===== config.mk =====
export PLATFORM = sky130hd
export DESIGN_NAME = host_pin_functions
export DESIGN_NICKNAME = d
export VERILOG_FILES = /design/src/design/pins_pkg.sv /design/src/design/pcm_if.sv /design/src/design/pcm_port.sv /design/src/design/host_pin_functions.sv
export SDC_FILE = /design/constraint.sdc
export NUM_CORES = 1
export LEC_CHECK = 0
export BUFFER_PORTS_ARGS = -buffer_cell sky130_fd_sc_hd__buf_2
export CORE_MARGIN = 3
export CORE_UTILIZATION = 50
export CTS_CLUSTER_SIZE = 28
export DETAILED_ROUTE_END_ITERATION = 10
export PLACE_DENSITY = 0.71
export SLEW_MARGIN = 20
export SYNTH_ARGS = -nofsm -noshare
export SYNTH_HDL_FRONTEND = slang
export SYNTH_SLANG_ARGS = --single-unit

===== constraint.sdc =====
create_clock -name clk -period 5.8 [get_ports clk]
set_input_delay 0.58 -clock clk [delete_from_list [all_inputs] [get_ports clk]]
set_output_delay 0.58 -clock clk [all_outputs]
set_load 0.1 [all_outputs]

===== src/design/pins_pkg.sv =====
/*
 * Shared constants for the host pin function block: register map, field
 * positions, pin numbers, serial rates and voice port timing.
 * Assumes a 200 MHz system clock.
 */
package pins_pkg;
  localparam int CLK_HZ = 200_000_000;

  // Register byte offsets.
  localparam logic [5:0] REG_CTRL = 6'h00;
  localparam logic [5:0] REG_STATUS = 6'h04;
  localparam logic [5:0] REG_TXDATA = 6'h08;
  localparam logic [5:0] REG_RXDATA = 6'h0c;
  localparam logic [5:0] REG_PCM_TX = 6'h10;
  localparam logic [5:0] REG_PCM_RX = 6'h14;
  localparam logic [5:0] REG_CODEC = 6'h18;

  // Control register fields and reset value (9600 baud, 8N1).
  localparam int CTL_CODEC = 0;
  localparam int CTL_USB_RDY = 1;
  localparam int CTL_RATE = 2;
  localparam int CTL_DATA8 = 5;
  localparam int CTL_PAR = 6;
  localparam int CTL_STOP2 = 8;
  localparam logic [8:0] CTRL_RST = 9'h020;
  localparam logic [1:0] PAR_NONE = 2'h0;
  localparam logic [1:0] PAR_ODD = 2'h2;

  // Status register fields.
  localparam int ST_USB = 0;
  localparam int ST_VBUS = 1;
  localparam int ST_TXBUSY = 2;
  localparam int ST_RXFULL = 3;
  localparam int ST_PERR = 4;
  localparam int ST_FERR = 5;
  localparam int ST_PCMF = 6;

  // General-purpose pin numbers.
  localparam int PIN_CCC = 0;
  localparam int PIN_CSE = 1;
  localparam int PIN_PULLUP = 2;
  localparam int PIN_VBUS = 3;
  localparam int PIN_CCD = 6;
  localparam int PIN_FSYNC = 7;
  localparam int PIN_PCM_IN = 8;
  localparam int PIN_BCLK = 9;
  localparam int PIN_PCM_OUT = 10;
  localparam int PIN_USB_SEL = 15;

  // Voice port timing.
  localparam int BCLK_HZ = 1_000_000;
  localparam int FRAME_HZ = 8_000;
  localparam int DUTY_PCT = 5;
  localparam int BCLK_CYC = CLK_HZ / BCLK_HZ;
  localparam int BCLK_HI = BCLK_CYC * DUTY_PCT / 100;
  localparam int SAMPLE_AT = BCLK_CYC / 2;
  localparam int FRAME_BITS = BCLK_HZ / FRAME_HZ;
  localparam int SAMPLE_W = 14;

  typedef enum logic [1:0] {RX_IDLE = 2'b00, RX_START = 2'b01, RX_DATA = 2'b11} rx_state_t;

  // Clock cycles per serial bit for each rate selector.
  function automatic logic [15:0] bit_cycles(input logic [2:0] sel);
    case (sel)
      3'h0: return 16'(CLK_HZ / 9600);
      3'h1: return 16'(CLK_HZ / 19200);
      3'h2: return 16'(CLK_HZ / 38400);
      3'h3: return 16'(CLK_HZ / 57600);
      3'h4: return 16'(CLK_HZ / 115200);
      3'h5: return 16'(CLK_HZ / 230400);
      3'h6: return 16'(CLK_HZ / 460800);
      default: return 16'(CLK_HZ / 921600);
    endcase
  endfunction : bit_cycles

  // Bits in one character: start, data, optional parity, stop.
  function automatic logic [3:0] frame_len(input logic [8:0] c);
    return 4'd1 + (c[CTL_DATA8] ? 4'd8 : 4'd7) + ((c[7:6] != PAR_NONE) ? 4'd1 : 4'd0)
      + (c[CTL_STOP2] ? 4'd2 : 4'd1);
  endfunction : frame_len

  function automatic logic par_bit(input logic [7:0] d, input logic [8:0] c);
    logic p;
    p = c[CTL_DATA8] ? ^d : ^d[6:0];
    return (c[7:6] == PAR_ODD) ? ~p : p;
  endfunction : par_bit
endpackage : pins_pkg


===== src/design/pcm_if.sv =====
/*
 * Link between the register side and the voice port generator.
 * Assumes both ends run on the same clock.
 */
`timescale 1ns/1ps
`default_nettype none
interface pcm_if;
  logic en;
  logic din;
  logic [13:0] tx_sample;
  logic [13:0] rx_sample;
  logic frame;
  logic bclk;
  logic fsync;
  logic dout;
  modport ctl (output en, din, tx_sample, input rx_sample, frame, bclk, fsync, dout);
  modport port (input en, din, tx_sample, output rx_sample, frame, bclk, fsync, dout);
endinterface : pcm_if
`default_nettype wire


===== src/design/pcm_port.sv =====
/*
 * Voice port timing master: bit clock, frame sync and 14-bit sample shifting.
 * Assumes din is already synchronised to clk.
 */
`timescale 1ns/1ps
`default_nettype none
module pcm_port (
  // Clock and reset.
  input wire logic clk,
  input wire logic srst,
  // Control side.
  pcm_if.port p
);
  logic [7:0] cyc, next_cyc;
  logic [6:0] bitn, next_bitn;
  logic [13:0] tx_lat, next_tx_lat, rx_sh, next_rx_sh, next_rx_sample;
  logic next_bclk, next_fsync, next_dout, next_frame;

  always_comb begin
    next_cyc = cyc;
    next_bitn = bitn;
    next_tx_lat = tx_lat;
    next_rx_sh = rx_sh;
    next_rx_sample = p.rx_sample;
    next_frame = 1'b0;
    next_bclk = 1'b0;
    next_fsync = 1'b0;
    next_dout = 1'b0;
    if (!p.en) begin
      next_cyc = 8'(pins_pkg::BCLK_CYC - 1);
      next_bitn = 7'(pins_pkg::FRAME_BITS - 1);
    end else begin
      if (cyc == 8'(pins_pkg::BCLK_CYC - 1)) begin
        next_cyc = 8'h00;
        next_bitn = (bitn == 7'(pins_pkg::FRAME_BITS - 1)) ? 7'h00 : bitn + 7'h01;
      end else begin
        next_cyc = cyc + 8'h01;
      end
      next_bclk = next_cyc < 8'(pins_pkg::BCLK_HI);
      next_fsync = next_bitn == 7'h00;
      if (next_bitn == 7'h00) begin
        next_tx_lat = p.tx_sample;
      end
      if (next_bitn >= 7'h01 && next_bitn <= 7'(pins_pkg::SAMPLE_W)) begin
        next_dout = next_tx_lat[4'(7'(pins_pkg::SAMPLE_W) - next_bitn)];
      end
      if (cyc == 8'(pins_pkg::SAMPLE_AT) && bitn >= 7'h01 && bitn <= 7'(pins_pkg::SAMPLE_W)) begin
        next_rx_sh = {rx_sh[12:0], p.din};
        if (bitn == 7'(pins_pkg::SAMPLE_W)) begin
          next_rx_sample = next_rx_sh;
          next_frame = 1'b1;
        end
      end
    end
  end

  // clock and sync are generated here.
  always_ff @(posedge clk) begin
    if (srst) begin
      cyc <= 8'(pins_pkg::BCLK_CYC - 1);
      bitn <= 7'(pins_pkg::FRAME_BITS - 1);
      tx_lat <= 14'h0000;
      rx_sh <= 14'h0000;
      p.rx_sample <= 14'h0000;
      p.frame <= 1'b0;
      p.bclk <= 1'b0;
      p.fsync <= 1'b0;
      p.dout <= 1'b0;
    end else begin
      cyc <= next_cyc;
      bitn <= next_bitn;
      tx_lat <= next_tx_lat;
      rx_sh <= next_rx_sh;
      p.rx_sample <= next_rx_sample;
      p.frame <= next_frame;
      p.bclk <= next_bclk;
      p.fsync <= next_fsync;
      p.dout <= next_dout;
    end
  end
endmodule : pcm_port
`default_nettype wire


===== src/design/host_pin_functions.sv =====
/*
 * Host-side pin functions: reset pin, serial port with flow control,
 * USB mode pins, codec control pins and voice port, under Avalon-MM registers.
 * Assumes pins are asynchronous to clk; registers use a single bus master.
 */
// The Avalon-MM register port and the address map are this design's own decisions.
`timescale 1ns/1ps
`default_nettype none
module host_pin_functions (
  // Clock and reset.
  input wire logic clk,
  input wire logic rst,
  // Active-low reset pin.
  input wire logic reset_pin_n,
  // Avalon-MM register slave.
  input wire logic [5:0] address,
  input wire logic read,
  input wire logic write,
  input wire logic [31:0] writedata,
  output logic [31:0] readdata,
  output logic waitrequest,
  // Serial port.
  input wire logic txd,
  input wire logic rts_n,
  output logic rxd,
  output logic cts_n,
  // General-purpose pins.
  input wire logic [15:0] gpio_in,
  output logic [15:0] gpio_out,
  output logic [15:0] gpio_oe
);
  localparam int SY_RST = 0;
  localparam int SY_TXD = 1;
  localparam int SY_RTS = 2;
  localparam int SY_VBUS = 3;
  localparam int SY_PIN = 4;
  localparam int SY_USB = 5;
  localparam logic [5:0] SYNC_RST = 6'h06;

  logic [5:0] sync1, sync2;
  logic srst, txd_s, rts_s, usb_mode;

  always_ff @(posedge clk) begin
    if (rst) begin
      sync1 <= SYNC_RST;
      sync2 <= SYNC_RST;
    end else begin
      sync1 <= {gpio_in[pins_pkg::PIN_USB_SEL], gpio_in[pins_pkg::PIN_PCM_IN],
                gpio_in[pins_pkg::PIN_VBUS], rts_n, txd, reset_pin_n};
      sync2 <= sync1;
    end
  end

  assign srst = rst | ~sync2[SY_RST];
  assign txd_s = sync2[SY_TXD];
  assign rts_s = sync2[SY_RTS];
  assign usb_mode = sync2[SY_USB];

  pcm_if pcm ();
  pcm_port u_pcm (
    .clk(clk),
    .srst(srst),
    .p(pcm.port)
  );

  // Register bus.
  logic [8:0] ctrl, next_ctrl;
  logic [2:0] codec, next_codec;
  logic [13:0] pcm_tx, next_pcm_tx;
  logic next_wait, tx_load, rx_take, pcm_take, tx_busy;
  logic [31:0] next_rdata, rmux, st;
  logic tx_pend, rx_full, perr, ferr, pcm_flag;
  logic [3:0] tx_left;
  logic [7:0] rx_data;

  always_comb begin
    st = 32'h0;
    st[pins_pkg::ST_USB] = usb_mode;
    st[pins_pkg::ST_VBUS] = usb_mode & sync2[SY_VBUS];
    st[pins_pkg::ST_TXBUSY] = tx_busy;
    st[pins_pkg::ST_RXFULL] = rx_full;
    st[pins_pkg::ST_PERR] = perr;
    st[pins_pkg::ST_FERR] = ferr;
    st[pins_pkg::ST_PCMF] = pcm_flag;
    if (address == pins_pkg::REG_CTRL) begin
      rmux = {23'h0, ctrl};
    end else if (address == pins_pkg::REG_STATUS) begin
      rmux = st;
    end else if (address == pins_pkg::REG_RXDATA) begin
      rmux = {24'h0, rx_data};
    end else if (address == pins_pkg::REG_PCM_TX) begin
      rmux = {18'h0, pcm_tx};
    end else if (address == pins_pkg::REG_PCM_RX) begin
      rmux = {18'h0, pcm.rx_sample};
    end else if (address == pins_pkg::REG_CODEC) begin
      rmux = {29'h0, codec};
    end else begin
      rmux = 32'h0;
    end
  end

  always_comb begin
    next_ctrl = ctrl;
    next_codec = codec;
    next_pcm_tx = pcm_tx;
    next_wait = 1'b1;
    next_rdata = readdata;
    tx_load = 1'b0;
    rx_take = 1'b0;
    pcm_take = 1'b0;
    if ((read || write) && waitrequest) begin
      next_wait = 1'b0;
      next_rdata = read ? rmux : 32'h0;
    end
    if (write && !waitrequest) begin
      if (address == pins_pkg::REG_CTRL) begin
        next_ctrl = writedata[8:0];
      end else if (address == pins_pkg::REG_TXDATA) begin
        tx_load = !tx_busy;
      end else if (address == pins_pkg::REG_PCM_TX) begin
        next_pcm_tx = writedata[13:0];
      end else if (address == pins_pkg::REG_CODEC) begin
        next_codec = writedata[2:0];
      end
    end
    if (read && !waitrequest) begin
      rx_take = address == pins_pkg::REG_RXDATA;
      pcm_take = address == pins_pkg::REG_PCM_RX;
    end
  end

  always_ff @(posedge clk) begin
    if (srst) begin
      ctrl <= pins_pkg::CTRL_RST;
      codec <= 3'h0;
      pcm_tx <= 14'h0000;
      waitrequest <= 1'b1;
      readdata <= 32'h0;
    end else begin
      ctrl <= next_ctrl;
      codec <= next_codec;
      pcm_tx <= next_pcm_tx;
      waitrequest <= next_wait;
      readdata <= next_rdata;
    end
  end

  // Serial transmit toward the host on rxd.
  logic [7:0] tx_hold, next_hold;
  logic [11:0] tx_shift, next_shift, frm;
  logic [3:0] next_left, flen;
  logic [15:0] tx_cnt, next_tcnt, bc;
  logic next_pend, next_rxd;

  assign flen = pins_pkg::frame_len(ctrl);
  assign bc = pins_pkg::bit_cycles(ctrl[pins_pkg::CTL_RATE +: 3]);
  assign tx_busy = tx_pend | (tx_left != 4'h0);

  always_comb begin
    frm = 12'hfff;
    frm[0] = 1'b0;
    for (int i = 0; i < 8; i++) begin
      if (i < 7 || ctrl[pins_pkg::CTL_DATA8]) begin
        frm[i + 1] = tx_hold[i];
      end
    end
    if (ctrl[7:6] != pins_pkg::PAR_NONE) begin
      frm[ctrl[pins_pkg::CTL_DATA8] ? 9 : 8] = pins_pkg::par_bit(tx_hold, ctrl);
    end
  end

  always_comb begin
    next_hold = tx_hold;
    next_pend = tx_pend;
    next_shift = tx_shift;
    next_left = tx_left;
    next_tcnt = tx_cnt;
    if (tx_load) begin
      next_hold = writedata[7:0];
      next_pend = 1'b1;
    end
    if (tx_left != 4'h0) begin
      if (tx_cnt == 16'h1) begin
        next_shift = {1'b1, tx_shift[11:1]};
        next_left = tx_left - 4'h1;
        next_tcnt = bc;
      end else begin
        next_tcnt = tx_cnt - 16'h1;
      end
    // start only while the host asserts rts.
    end else if (tx_pend && !rts_s) begin
      next_shift = frm;
      next_left = flen;
      next_tcnt = bc;
      next_pend = 1'b0;
    end
    next_rxd = (next_left != 4'h0) ? next_shift[0] : 1'b1;
  end

  always_ff @(posedge clk) begin
    if (srst) begin
      tx_hold <= 8'h00;
      tx_pend <= 1'b0;
      tx_shift <= 12'hfff;
      tx_left <= 4'h0;
      tx_cnt <= 16'h0;
      rxd <= 1'b1;
    end else begin
      tx_hold <= next_hold;
      tx_pend <= next_pend;
      tx_shift <= next_shift;
      tx_left <= next_left;
      tx_cnt <= next_tcnt;
      rxd <= next_rxd;
    end
  end

  // Serial receive from the host on txd.
  pins_pkg::rx_state_t rx_st, next_rx_st;
  logic [15:0] rx_cnt, next_rcnt;
  logic [3:0] rx_bits, next_bits;
  logic [10:0] rx_sh, next_rsh, aligned;
  logic [7:0] next_rdat;
  logic next_full, next_perr, next_ferr, next_pflag;

  always_comb begin
    next_rx_st = rx_st;
    next_rcnt = rx_cnt;
    next_bits = rx_bits;
    next_rsh = rx_sh;
    next_rdat = rx_data;
    aligned = 11'h0;
    // Set wins over a clear by reading the data register.
    next_full = rx_full & ~rx_take;
    next_perr = perr & ~rx_take;
    next_ferr = ferr & ~rx_take;
    next_pflag = pcm.frame | (pcm_flag & ~pcm_take);
    case (rx_st)
      pins_pkg::RX_IDLE: begin
        if (!txd_s) begin
          next_rcnt = bc >> 1;
          next_rx_st = pins_pkg::RX_START;
        end
      end
      pins_pkg::RX_START: begin
        if (rx_cnt == 16'h1) begin
          next_rx_st = txd_s ? pins_pkg::RX_IDLE : pins_pkg::RX_DATA;
          next_rcnt = bc;
          next_bits = flen - 4'h1;
        end else begin
          next_rcnt = rx_cnt - 16'h1;
        end
      end
      pins_pkg::RX_DATA: begin
        if (rx_cnt == 16'h1) begin
          next_rsh = {txd_s, rx_sh[10:1]};
          next_rcnt = bc;
          next_bits = rx_bits - 4'h1;
          if (rx_bits == 4'h1) begin
            next_rx_st = pins_pkg::RX_IDLE;
            aligned = next_rsh >> (4'd12 - flen);
            next_rdat = ctrl[pins_pkg::CTL_DATA8] ? aligned[7:0] : {1'b0, aligned[6:0]};
            next_full = 1'b1;
            if (ctrl[7:6] != pins_pkg::PAR_NONE
                && aligned[ctrl[pins_pkg::CTL_DATA8] ? 8 : 7] != pins_pkg::par_bit(next_rdat, ctrl)) begin
              next_perr = 1'b1;
            end
            if (!aligned[4'(flen - 4'h2)]) begin
              next_ferr = 1'b1;
            end
          end
        end else begin
          next_rcnt = rx_cnt - 16'h1;
        end
      end
      default: next_rx_st = pins_pkg::RX_IDLE;
    endcase
  end

  always_ff @(posedge clk) begin
    if (srst) begin
      rx_st <= pins_pkg::RX_IDLE;
      rx_cnt <= 16'h0;
      rx_bits <= 4'h0;
      rx_sh <= 11'h0;
      rx_data <= 8'h00;
      rx_full <= 1'b0;
      perr <= 1'b0;
      ferr <= 1'b0;
      pcm_flag <= 1'b0;
      cts_n <= 1'b1;
    end else begin
      rx_st <= next_rx_st;
      rx_cnt <= next_rcnt;
      rx_bits <= next_bits;
      rx_sh <= next_rsh;
      rx_data <= next_rdat;
      rx_full <= next_full;
      perr <= next_perr;
      ferr <= next_ferr;
      pcm_flag <= next_pflag;
      // cts driven, high while data waits.
      cts_n <= next_full;
    end
  end

  // Pin functions.
  logic [15:0] next_gout, next_goe;
  logic codec_en;

  assign codec_en = ctrl[pins_pkg::CTL_CODEC];
  assign pcm.en = codec_en;
  assign pcm.din = sync2[SY_PIN];
  assign pcm.tx_sample = pcm_tx;

  always_comb begin
    next_gout = 16'h0;
    next_goe = 16'h0;
    next_goe[pins_pkg::PIN_CCC] = codec_en;
    next_goe[pins_pkg::PIN_CSE] = codec_en;
    next_goe[pins_pkg::PIN_CCD] = codec_en;
    next_gout[pins_pkg::PIN_CCC] = codec_en & codec[0];
    next_gout[pins_pkg::PIN_CSE] = codec_en & codec[1];
    next_gout[pins_pkg::PIN_CCD] = codec_en & codec[2];
    // voice pins, clock and sync driven out.
    next_goe[pins_pkg::PIN_FSYNC] = codec_en;
    next_goe[pins_pkg::PIN_BCLK] = codec_en;
    next_goe[pins_pkg::PIN_PCM_OUT] = codec_en;
    next_gout[pins_pkg::PIN_FSYNC] = pcm.fsync;
    next_gout[pins_pkg::PIN_BCLK] = pcm.bclk;
    next_gout[pins_pkg::PIN_PCM_OUT] = pcm.dout;
    next_goe[pins_pkg::PIN_PULLUP] = usb_mode;
    next_gout[pins_pkg::PIN_PULLUP] = usb_mode & ctrl[pins_pkg::CTL_USB_RDY];
  end

  // inputs and low pull-up at reset.
  always_ff @(posedge clk) begin
    if (srst) begin
      gpio_out <= 16'h0;
      gpio_oe <= 16'h0;
    end else begin
      gpio_out <= next_gout;
      gpio_oe <= next_goe;
    end
  end
endmodule : host_pin_functions
`default_nettype wire


Yosys cells after proc, flatten, opt, wreduce, memory -nomap -nowiden
Cells that the tools add are included.
{"block": "word_totals", "register_bits": 248, "in_bits": 61, "elab_cells": 235}
{"block": "classes", "addsub": 13, "magnitude_cmp": 10, "eq_ne": 28, "n_shift": 1, "muxes": 79, "n_bitwise": 24, "reduce_logical": 43}
{"operator": "$pmux 15 s7", "count": 1}
{"operator": "$mux 14", "count": 7}
{"operator": "$mux 16", "count": 5}
{"operator": "$mux 12", "count": 4}
{"operator": "$mux 1", "count": 33}
{"operator": "$eq 16x1->1 const B", "count": 2}
{"operator": "$mux 32", "count": 1}
{"operator": "$pmux 16 s2", "count": 1}
{"operator": "$sub 16x1->16 const B", "count": 2}
{"operator": "$mux 4", "count": 7}
{"operator": "$mux 8", "count": 3}
{"operator": "$mux 7", "count": 3}
{"operator": "$lt 4x5->1 const B", "count": 4}
{"operator": "$eq 6x5->1 const B", "count": 3}
{"operator": "$reduce_xor 8->1", "count": 2}
{"operator": "$ge 7x1->1 const B", "count": 2}
{"operator": "$le 7x4->1 const B", "count": 2}
{"operator": "$reduce_xor 7->1", "count": 2}
{"operator": "$bmux 1 s4", "count": 3}
{"operator": "$bwmux 12", "count": 1}
{"operator": "$eq 6x4->1 const B", "count": 2}
{"operator": "$mux 2", "count": 6}
{"operator": "$not 1->1", "count": 12}
{"operator": "$sub 4x1->4 const B", "count": 3}
{"operator": "45 further kinds", "count": 87}

Logic depth before layout (Yosys ltp)
Gate-level depths: netlist of run 1.
{"block": "depth", "depth_word": 17, "mapped_depth": 17}

Modules after synthesis
A second synthesis of run 1 with hierarchy kept.
{"block": "unflattened", "hier_cells": 1398, "area_unflattened_um2": 11285.8}
{"mod": "host_pin_functions", "n_inst": 1, "cells_each": 1024, "area_per_inst_um2": 8171.6, "seq_area_each_um2": 2982.9}
{"mod": "pcm_port", "n_inst": 1, "cells_each": 374, "area_per_inst_um2": 3114.2, "seq_area_each_um2": 1201.2}

Least setup slack after synthesis of run 1
No wires, ideal clock.
{"block": "synth_timing", "kind": "register to register", "from": "register ctrl[5]", "to": "register perr", "arrival_time_ps": 3979, "t_required_ps": 5682, "path_slack_ps": 1703, "stages_incl_launch_ff": 17, "n_path_buf": 1, "synth_period_minus_slack_ps": 4097, "cell_sequence": "dfxtp_1 > inv_1 > ha_1 > inv_1 > ha_1 > ha_1 > clkbuf_1 > inv_1 > ha_1 > xnor2_2 > mux2_1 > a21boi_0 > or2_2 > a211oi_1 > xnor2_1 > mux2i_1 > o21ai_1"}
{"block": "synth_between", "elab_chain_cells": 17}
{"item": "start: declaration", "line": "host_pin_functions.sv:67", "source": "logic [8:0] ctrl, next_ctrl;"}
{"item": "start signal: assignment", "line": "host_pin_functions.sv:134", "source": "ctrl <= pins_pkg::CTRL_RST;"}
{"item": "start signal: assignment", "line": "host_pin_functions.sv:140", "source": "ctrl <= next_ctrl;"}
{"item": "branches (longest 11 deep; another with $add 1x4->4)"}
{"item": "$ne 1x1->1 *", "line": "host_pin_functions.sv:265", "source": "&& aligned[ctrl[pins_pkg::CTL_DATA8] ? 8 : 7] != pins_pkg::par_bit(next_rdat, ctrl)) begin"}
{"item": "$logic_and 1x1->1 *", "line": "host_pin_functions.sv:265"}
{"item": "$mux 1 *", "line": "host_pin_functions.sv:264", "source": "if (ctrl[7:6] != pins_pkg::PAR_NONE"}
{"item": "$mux 1 *", "line": "host_pin_functions.sv:259", "source": "if (rx_bits == 4'h1) begin"}
{"item": "$mux 1 *", "line": "host_pin_functions.sv:255", "source": "if (rx_cnt == 16'h1) begin"}
{"item": "$mux 1 *", "line": "host_pin_functions.sv:238", "source": "case (rx_st)"}
{"item": "end signal: assignment", "line": "host_pin_functions.sv:299", "source": "perr <= next_perr;"}
{"item": "end: declaration", "line": "host_pin_functions.sv:72", "source": "logic tx_pend, rx_full, perr, ferr, pcm_flag;"}
Mark *: on every way between the ends. The select of a mux whose other input is x is not followed.
A chain may end at the register's enable or synchronous reset.

Final worst setup path of run 1
Same ends and word-level chain as after synthesis.

==> flow_summary.yaml, run 1 <==
power:
  power.density_nw_per_um2: 264
  p_leak_uw: 0.00469
  peakVddDrop_mv: 0.339
synth:
  synth_seq_cells: 209
  synth-async-reset-ratio_pct: 0
  synth_warnings: 0
  ys.flop_type: "dfxtp_1"
  netlist_area_um2: 11200
  synth.top_cell.area_share_pct: 37.4
  synth_cells: 1355
  synth_top_cell_by_area: "dfxtp_1"
  yosysSeqAreaShare_pct: 37.4
  ys_types: 86
  syn_avg_cell_area_um2: 8.26
  synth_edf_count: 0
  synthTopCellsByArea: "dfxtp_1 37%, mux2i_1 8.4%, nand2_1 6.0%, nor2_1 5.7%, a21oi_1 4.1%"
route:
  via_count: 9373
  route.detailed.drc: 0
  viasPerCell: 5.64
  drt_iter0_drc: 701
  antenna_left: 0
  wirelength_um: 26300
  firstDrtPassIters: 5
  avgRoutedWirePerCell_um: 15.8
worst_hold_path:
  hold_class: "primary input to flip-flop"
  hold_depth: 2
  hp-start: "rts_n"
  whs_endpoint: "sync1[2]$_SDFF_PP1_"
floorplan:
  num_rows: 54
  die_h_um: 156
  fp.dieW_um: 156
  ios: 128
  core-area_um2: 21900
  start_util_pct: 51.1
  die-area_um2: 24200
finish:
  final_cell_mix: "209 x dfxtp_1, 179 x nand2_1, 169 x nor2_1"
  synthToLayoutAreaGrowth_pct: 9.59
  n_antenna_cell: 0
  final_cells: 1661
  post-route-util_pct: 56.0
  layout_commonest_cell: "dfxtp_1"
  nNetsFinal: 1454
  nFillCells: 2023
  drive_gt1_share_pct: 12.4
setup_path:
  cp.arrival_ps: 4910
  crit_slowest_cell: "dfxtp_1"
  crit_top_cell: "ha_1"
  cp_top_family: "adder cells"
  cpPeakStageDelay_ps: 570
  rrSetupSlack_ps: 1290
  end_kind: "flip-flop"
  rr_endpoint: "perr$_SDFF_PP0_"
  worstSetupPathType: "flip-flop to flip-flop"
  crit_chain: "inv_1, ha_1, inv_1, ha_1, ha_1, inv_1, ha_1, xnor2_2, mux2i_1, nand3_1, a2111oi_0, a211oi_1, xnor2_1, mux2i_1, o21ai_1"
  r2r_cells: 15
  crit_path_start_kind: "flip-flop"
  path_buf_inv: 3
  worstPathMaxFanout: 9
  cp-startpoint: "ctrl[5]$_SDFFE_PP1P_"
  required_ps: 6200
  r2r_start: "ctrl[5]$_SDFFE_PP1P_"
cts:
  cts-root-buf: "clkbuf_16"
  htree_levels: 1
  cts_resized: 0
  cts_made_buffers: 23
  clock_latency_ps: 510
  cts_buffer_depth: 3
  hold_buffers: 0
  clk_pin_slew_ps: 60
  cts_tree: "yes"
  postCtsSetupBuffers: 0
  clkSinkCount: 209
timing:
  min_period_ps: 4510
  whs_ps: 254
  finalCritPeriodShare_pct: 77.7
  max_slew_margin_pct: 27.7
  rsz0062_at_grt: "no"
  finalHoldViolations: 0
  fin_worst_skew_ps: 14.3
  fmax_mhz: 222
  slew_viol_final: 0
  worst_pin_slew_ps: 1080
  tns_ps: 0
  setup_viol: 0
global_routing:
  track_usage_pct: 21.0
  grt_pass1_vias: 8659
  grt_max_degree: 98
  antenna_found_initial: 0
  grt_overflow: 0
  grt_first_pass_wirelength_um: 43000
place:
  finalWeightedCongestion: 0.864
  place_inst: 1618
  io_buffers: 60
  dp_hpwl_um: 18300
run:
  cap_violations: 0
run_status:
  status: "finished clean"
cells in the mapped netlist (6+ instances only):
library cell and count:
dfxtp_1 209, nand2_1 179, nor2_1 169, mux2i_1 94, a21oi_1 91, o21ai_0 56, clkbuf_1 53, buf_4 44
nand3_1 33, nor3_1 33, ha_1 28, inv_1 27, nor2b_1 21, a211oi_1 18, buf_2 18, mux2_2 18
a221oi_1 17, and2_1 17, xnor2_1 17, or2_2 16, a22oi_1 14, xor2_1 14, and3_1 10, nand2b_1 9
nor4_1 9, a21o_1 8, o211ai_1 8, or3_1 8, a31oi_1 6, nand4_1 6, o31ai_1 6
per-stage QoR:
stage	total power, µW	cell area [µm²]	worst slack, ps
after floorplan	1640	11300	1700
after global placement	1650	11400	1340
after detailed placement	1650	11400	1290
after CTS	3250	12200	1280
after global routing	3330	12300	890
final	3230	12300	1290
per-layer routing:
layer  share of wire (%)  global-route usage [%]  vias to the layer above  wire, µm
li1                    -                       -                     4680         -
met1                  45                    28.1                     4405     11700
met2                  47                    35.2                      230     12400
met3                 4.8                    2.75                       58      1260
met4                 3.4                    7.17                        0       886
met5                   0                       0                        -         0
flip-flops by register name, indices dropped and copies added, names as in the netlist, 9 cells and up:
register and cells:
u_pcm.p.rx_sample 14, u_pcm.rx_sh 13, ctrl 9, u_pcm.tx_lat 14
pcm.tx_sample 14, rx_sh 10, readdata 14, tx_cnt 16
rx_cnt 16, tx_shift 12
logic make-up (layout without fill, tap and decap cells):
family	after synthesis	in the layout	synth area share, %
mux	115	115	10.6
xor+xnor	36	36	3.25
compound gates	276	276	16.1
simple gates	539	539	22.5
other cells	1	36	0.0335
flops	209	209	37.4
fa+ha+maj	29	29	3.31
buf+inv	150	141	6.84
how the worst max path moves through the flow:
stage / slack, ps / end / depth (start not counted)
2_1_floorplan: 1700 / perr$_SDFF_PP0_ / 16
3_3_place_gp: 1340 / perr$_SDFF_PP0_ / 15
3_5_place_dp: 1290 / perr$_SDFF_PP0_ / 15
4_1_cts: 1280 / perr$_SDFF_PP0_ / 15
5_1_grt: 890 / perr$_SDFF_PP0_ / 15
6_report: 1290 / perr$_SDFF_PP0_ / 15
area by class of cell:
class | count | area (µm²) | share of cell area (%)
sequential | 209 | 4180 | 34.1
tap | 280 | 350 | 2.86
timing repair buffer | 70 | 388 | 3.16
clock buffer | 29 | 638 | 5.20
multi-input combinational | 1031 | 6390 | 52.1
inverter | 29 | 109 | 0.888
clock inverter | 13 | 205 | 1.67
where the power goes:
group / switching (µW) / internal, µW / leakage, µW / total (µW)
registers: 2.91 / 1440 / 0.00169 / 1440
clock network: 604 / 1010 / 0.000412 / 1610
logic: 152 / 27.2 / 0.00259 / 180
worst reg2reg max path, cell delays in order, from the launching register on:
cell	delay, ps
dfxtp_1	570
inv_1	220
ha_1	330
inv_1	40
ha_1	200
ha_1	490
inv_1	210
ha_1	310
xnor2_2	460
mux2i_1	390
nand3_1	110
a2111oi_0	440
a211oi_1	120
xnor2_1	220
mux2i_1	220
o21ai_1	80
Note: power is estimated with default switching activity, not from simulation.
==> run 2: changes to the inputs <==
ABC_AREA = 1   (was not set)
PLACE_DENSITY = 0.74   (was 0.71)
clock period = 3.7 ns   (was 5.8 ns; I/O delays follow)
==> flow_summary.yaml, run 2 <==
cts:
  clock_latency_ps: 510
  clk_pin_slew_ps: 60
  cts_tree: "yes"
  htree_levels: 1
  hold_buffers: 0
  cts_buffer_depth: 3
  clkSinkCount: 209
  cts-root-buf: "clkbuf_16"
  cts_made_buffers: 24
synth:
  synth_most_common_cell: "nand2_1"
  netlist_area_um2: 11200
  syn_avg_cell_area_um2: 7.02
  synth-async-reset-ratio_pct: 0
  synth_seq_cells: 209
  synth_cells: 1602
  synth_top_cell_by_area: "dfxtp_1"
  ys.flop_type: "dfxtp_1"
  synth.top_cell.area_share_pct: 37.2
  synth_edf_count: 0
  synth_warnings: 0
  synth_common_cells: "291 x nand2_1, 209 x dfxtp_1, 204 x inv_1"
  ys_types: 54
  synthTopCellsByArea: "dfxtp_1 37%, nand2_1 9.7%, inv_1 6.8%, nand3_1 6.1%, o21ai_0 5.7%"
  yosysSeqAreaShare_pct: 37.2
place:
  place_inst: 1893
  dp_hpwl_um: 20600
  finalWeightedCongestion: 0.914
  io_buffers: 60
timing:
  fmax_mhz: 295
  tns_ps: 0
  setup_viol: 0
  max_slew_margin_pct: 42.6
  finalCritPeriodShare_pct: 91.5
  min_period_ps: 3390
  slew_viol_final: 0
  rsz0062_at_grt: "no"
  fin_worst_skew_ps: 21.2
  worst_pin_slew_ps: 854
  finalHoldViolations: 0
route:
  viasPerCell: 5.41
  drt_iter0_drc: 786
  avgRoutedWirePerCell_um: 14.8
  via_count: 10478
  firstDrtPassIters: 5
  antenna_left: 0
  wirelength_um: 28700
  route.detailed.drc: 0
power:
  p_clk_share_pct: 49.0
  p_sw_uw: 1180
  power.density_nw_per_um2: 401
  peakVddDrop_mv: 0.337
  seq_power_share_pct: 45.5
  p_leak_uw: 0.00557
  comb_power_share_pct: 5.6
  switching_share_pct: 23.6
  cell_internal_pwr_uw: 3800
finish:
  drive_gt1_share_pct: 10.3
  synthToLayoutAreaGrowth_pct: 10.3
  layout_commonest_cell: "nand2_1"
  multi_input_area_um2: 5800
  nFillCells: 2086
  n_antenna_cell: 0
  final_cell_mix: "288 x nand2_1, 209 x dfxtp_1, 204 x inv_1"
  nNetsFinal: 1729
  final_cells: 1937
  top_regs: "rx_cnt x16, tx_cnt x16"
  regArea_um2: 4180
setup_path:
  crit_slowest_cell: "dfxtp_1"
  crit_path_end: "perr$_SDFF_PP0_"
  cp-startpoint: "ctrl[8]$_SDFFE_PP0P_"
  crit_chain: "inv_1, ha_1, inv_1, ha_1, ha_1, nand2_2, inv_1, ha_1, nand2_1, inv_1, nor2_1, nand3_1, nand2_4, nand2_1, o21ai_1, nand2_1, nand2_1, nand3_1, nand2_1, nand2_1, nand3_1, nand3_1, a21oi_1"
  cp.depth: 23
  required_ps: 4150
  worstSetupPathType: "flip-flop to flip-flop"
  crit_top_cell: "nand2_1"
  crit_path_start_kind: "flip-flop"
  r2r_cells: 23
  r2r_start: "ctrl[8]$_SDFFE_PP0P_"
  path_buf_inv: 4
  cpPeakStageDelay_ps: 390
  rr_endpoint: "perr$_SDFF_PP0_"
  rrSetupSlack_ps: 310
  cp_top_family: "simple AND/OR/NAND/NOR gates"
  cp.arrival_ps: 3830
  worstPathMaxFanout: 18
  end_kind: "flip-flop"
worst_hold_path:
  hold_depth: 2
  hold_class: "primary input to flip-flop"
floorplan:
  fp.dieW_um: 156
  die_h_um: 156
  ios: 128
  num_rows: 54
  die-area_um2: 24300
  start_util_pct: 51.2
  core-area_um2: 22000
global_routing:
  gr-usage-met2_pct: 37.3
  met3_usage_pct: 3.16
  grt_pass1_vias: 9549
  track_usage_pct: 22.8
  met1_usage_pct: 31.7
  antenna_found_initial: 0
  grt_first_pass_wirelength_um: 46500
  grt-busiest-layer: "met2"
  grt_overflow: 0
  grt_max_degree: 43
run_status:
  status: "finished clean"
run:
  cap_violations: 0
## run 2: cell types whose count changed after synthesis, sizes merged, moves of 11 or more
cell	previous run	this run
o211ai	9	36
xnor2	21	5
nor2	169	158
and2	18	0
a21oi	91	107
inv	27	212
mux2i	94	0
nor2b	22	0
xor2	15	28
buf	68	57
nand3	34	147
mux2	20	0
nand2	179	304
o21ai	60	129
## run 2: metal layers
layer  share of wire, %  up-vias  wire [µm]
met5                  0        -          0
met4                2.3        0        670
met3                5.1       56       1460
met2                 46      264      13200
met1                 47     4857      13300
li1                   -     5301          -
## run 2: worst min-delay path by stage
stage	slack [ps]	from	to
after floorplan	390	sync1[0]$_SDFF_PP0_	sync2[0]$_SDFF_PP0_
after global placement	390	sync1[5]$_SDFF_PP0_	sync2[5]$_SDFF_PP0_
final	40	rts_n	sync1[2]$_SDFF_PP1_
after detailed placement	400	sync1[1]$_SDFF_PP1_	sync2[1]$_SDFF_PP1_
after global routing	30	txd	sync1[1]$_SDFF_PP1_
after CTS	20	txd	sync1[1]$_SDFF_PP1_
## run 2: cell type report
class	instances	area share, %
flip-flops and latches	209	33.7
well taps	280	2.83
clock inverters	8	0.949
multi-input cells	1110	46.8
inverters	215	6.51
clock buffers	36	5.62
repair buffers	79	3.57
## run 2: logic make-up after synthesis
| logic type | synth area share [%] |
|---|---|
| buffers and inverters | 12.5 |
| AND/OR/NAND/NOR | 26.3 |
| XOR/XNOR | 2.57 |
| adder cells (fa/ha/maj) | 3.29 |
| flip-flops | 37.2 |
| AO/OA/AOI/OAI | 18.1 |
| other | 0.0333 |
## run 2: through the flow
step                      hold WS, ps  power, µW  setup slack (ps)  area [µm²]  utilization [%]
final                            36.2       4980               314       12400             56.5
after detailed placement          396       2590               288       11600             52.7
after CTS                        22.5       5010               235       12400             56.4
after global placement            391       2580               399       11600             52.7
after global routing             25.4       5130              20.6       12400             56.5
after floorplan                   388       2570               554       11400                -
## run 2: what timing repair did
action,4_1_cts,5_1_grt
gates resized for setup,0,4
hold endpoints to repair,0,0
buffers inserted,0,0
setup endpoints to repair,0,1
## run 2: power by group through the flow
stage          clock (µW)  combinational (µW)  sequential, µW
2_1_floorplan           0                 255            2320
3_3_place_gp            0                 272            2310
3_5_place_dp            0                 274            2310
4_1_cts              2480                 274            2260
5_1_grt              2580                 291            2260
6_report             2440                 277            2260
==> run 3: changes to the inputs <==
REMOVE_ABC_BUFFERS = 1   (was not set)
==> flow_summary.yaml, run 3 (same netlist as run 2, synthesis figures left out) <==
power:
  peakVddDrop_mv: 0.306
  power.density_nw_per_um2: 392
  p_leak_uw: 0.00559
global_routing:
  track_usage_pct: 22.9
  grt_max_degree: 47
  grt_overflow: 0
  grt_pass1_vias: 9655
  antenna_found_initial: 0
  grt_first_pass_wirelength_um: 47100
route:
  via_count: 10666
  drt_iter0_drc: 995
  antenna_left: 0
  firstDrtPassIters: 6
  avgRoutedWirePerCell_um: 14.9
  viasPerCell: 5.49
  wirelength_um: 28900
  route.detailed.drc: 0
timing:
  worst_pin_slew_ps: 771
  finalCritPeriodShare_pct: 89.6
  whs_ps: 37.5
  slew_viol_final: 0
  fmax_mhz: 302
  tns_ps: 0
  finalHoldViolations: 0
  rsz0062_at_grt: "no"
  min_period_ps: 3310
  setup_viol: 0
  max_slew_margin_pct: 48.5
  fin_worst_skew_ps: 9.19
finish:
  post-route-util_pct: 56.8
  top_regs: "rx_cnt x16, tx_cnt x16"
  nNetsFinal: 1736
  synthToLayoutAreaGrowth_pct: 10.8
  n_antenna_cell: 0
  final_cell_mix: "288 x nand2_1, 208 x dfxtp_1, 204 x inv_1"
  layout_commonest_cell: "nand2_1"
  drive_gt1_share_pct: 11.4
setup_path:
  cp-startpoint: "ctrl[8]$_SDFFE_PP0P_"
  crit_path_start_kind: "flip-flop"
  r2r_start: "ctrl[8]$_SDFFE_PP0P_"
  worstSetupPathType: "flip-flop to flip-flop"
  cp.arrival_ps: 3760
  rr_endpoint: "perr$_SDFF_PP0_"
  r2r_cells: 18
  rrSetupSlack_ps: 390
  end_kind: "flip-flop"
  required_ps: 4150
  crit_path_end: "perr$_SDFF_PP0_"
  worstPathMaxFanout: 8
floorplan:
  fp.dieW_um: 156
  num_rows: 54
  die-area_um2: 24300
  core-area_um2: 22000
  start_util_pct: 51.2
  ios: 128
  die_h_um: 156
cts:
  htree_levels: 1
  cts_buffer_depth: 3
  cts-root-buf: "clkbuf_16"
  clkSinkCount: 209
  cts_made_buffers: 24
  clock_latency_ps: 520
  clk_pin_slew_ps: 70
  cts_tree: "yes"
worst_hold_path:
  hp-start: "rts_n"
  hold_class: "primary input to flip-flop"
place:
  finalWeightedCongestion: 0.925
  dp_hpwl_um: 20300
  io_buffers: 60
run:
  cap_violations: 0
run_status:
  status: "finished clean"
[run 3: changes by cell type in the layout (fill, tap and decap cells not counted), moves of 2 or more]
cell,delta
clkinv_2,+2
nand3_2,+2
bufinv_16,-2
inv_6,+2
nand2_4,+2
clkbuf_1,-7
buf_4,+4
nand3_1,-2
clkinvlp_4,+5
[run 3: worst min-delay path by stage]
stage,end,slack (ps),cells after the start
finish,sync1[2]$_SDFF_PP1_,40,2
global route,sync1[2]$_SDFF_PP1_,30,2
CTS,sync1[2]$_SDFF_PP1_,20,2
detailed placement,sync2[1]$_SDFF_PP1_,390,1
global placement,sync2[4]$_SDFF_PP0_,390,2
floorplan,sync2[0]$_SDFF_PP0_,390,2
[run 3: power breakdown]
part	total, µW	internal, µW	leakage (µW)	switching (µW)
Sequential	2260	2260	0.00169	3.77
Combinational	275	35.7	0.00353	239
Clock	2350	1370	0.000378	980
[run 3: worst max-delay path, cell delays in order, from the launching register on]
cell,delay (ps)
dfxtp_2,360
inv_1,100
ha_1,280
inv_1,40
ha_1,180
ha_2,390
inv_1,120
ha_1,250
nand2_1,180
nand2_2,160
nor2_1,230
nand3_1,130
nand2_1,80
nand2_1,90
xor2_1,210
nand3_1,100
nand3_1,100
nand3_1,90
a21oi_1,130
[run 3: what timing repair did]
item / in CTS / in global routing
endpoints found under the setup margin: 0 / 2
setup buffers: 0 / 3
gates resized for setup: 0 / 10
hold buffers: 0 / 0
[run 3: cell type report]
cell class / count / area (µm²)
inverter: 215 / 807
multi-input combinational: 1112 / 5840
timing repair buffer: 84 / 493
sequential: 209 / 4190
clock inverter: 15 / 123
fill: 2062 / 9490
clock buffer: 29 / 671
tap: 280 / 350
[run 3: per-layer routing]
layer | track usage (%) | share of wire (%) | up-vias
li1 | - | - | 5316
met1 | 32.4 | 45 | 4928
met2 | 35.9 | 45 | 371
met3 | 4.44 | 7.8 | 51
met4 | 5.63 | 2.0 | 0
met5 | 0 | 0 | -
[run 3: through the flow]
| stage | std cells | cell area, µm² | power (µW) | setup slack, ps |
|---|---|---|---|---|
| after floorplan | 1534 | 10800 | 2540 | -800 |
| after CTS | 1939 | 12400 | 4930 | 101 |
| after global routing | 1944 | 12500 | 5050 | 43.5 |
| final | 1944 | 12500 | 4890 | 385 |
| after detailed placement | 1895 | 11600 | 2580 | 117 |
| after global placement | 1895 | 11600 | 2580 | 267 |
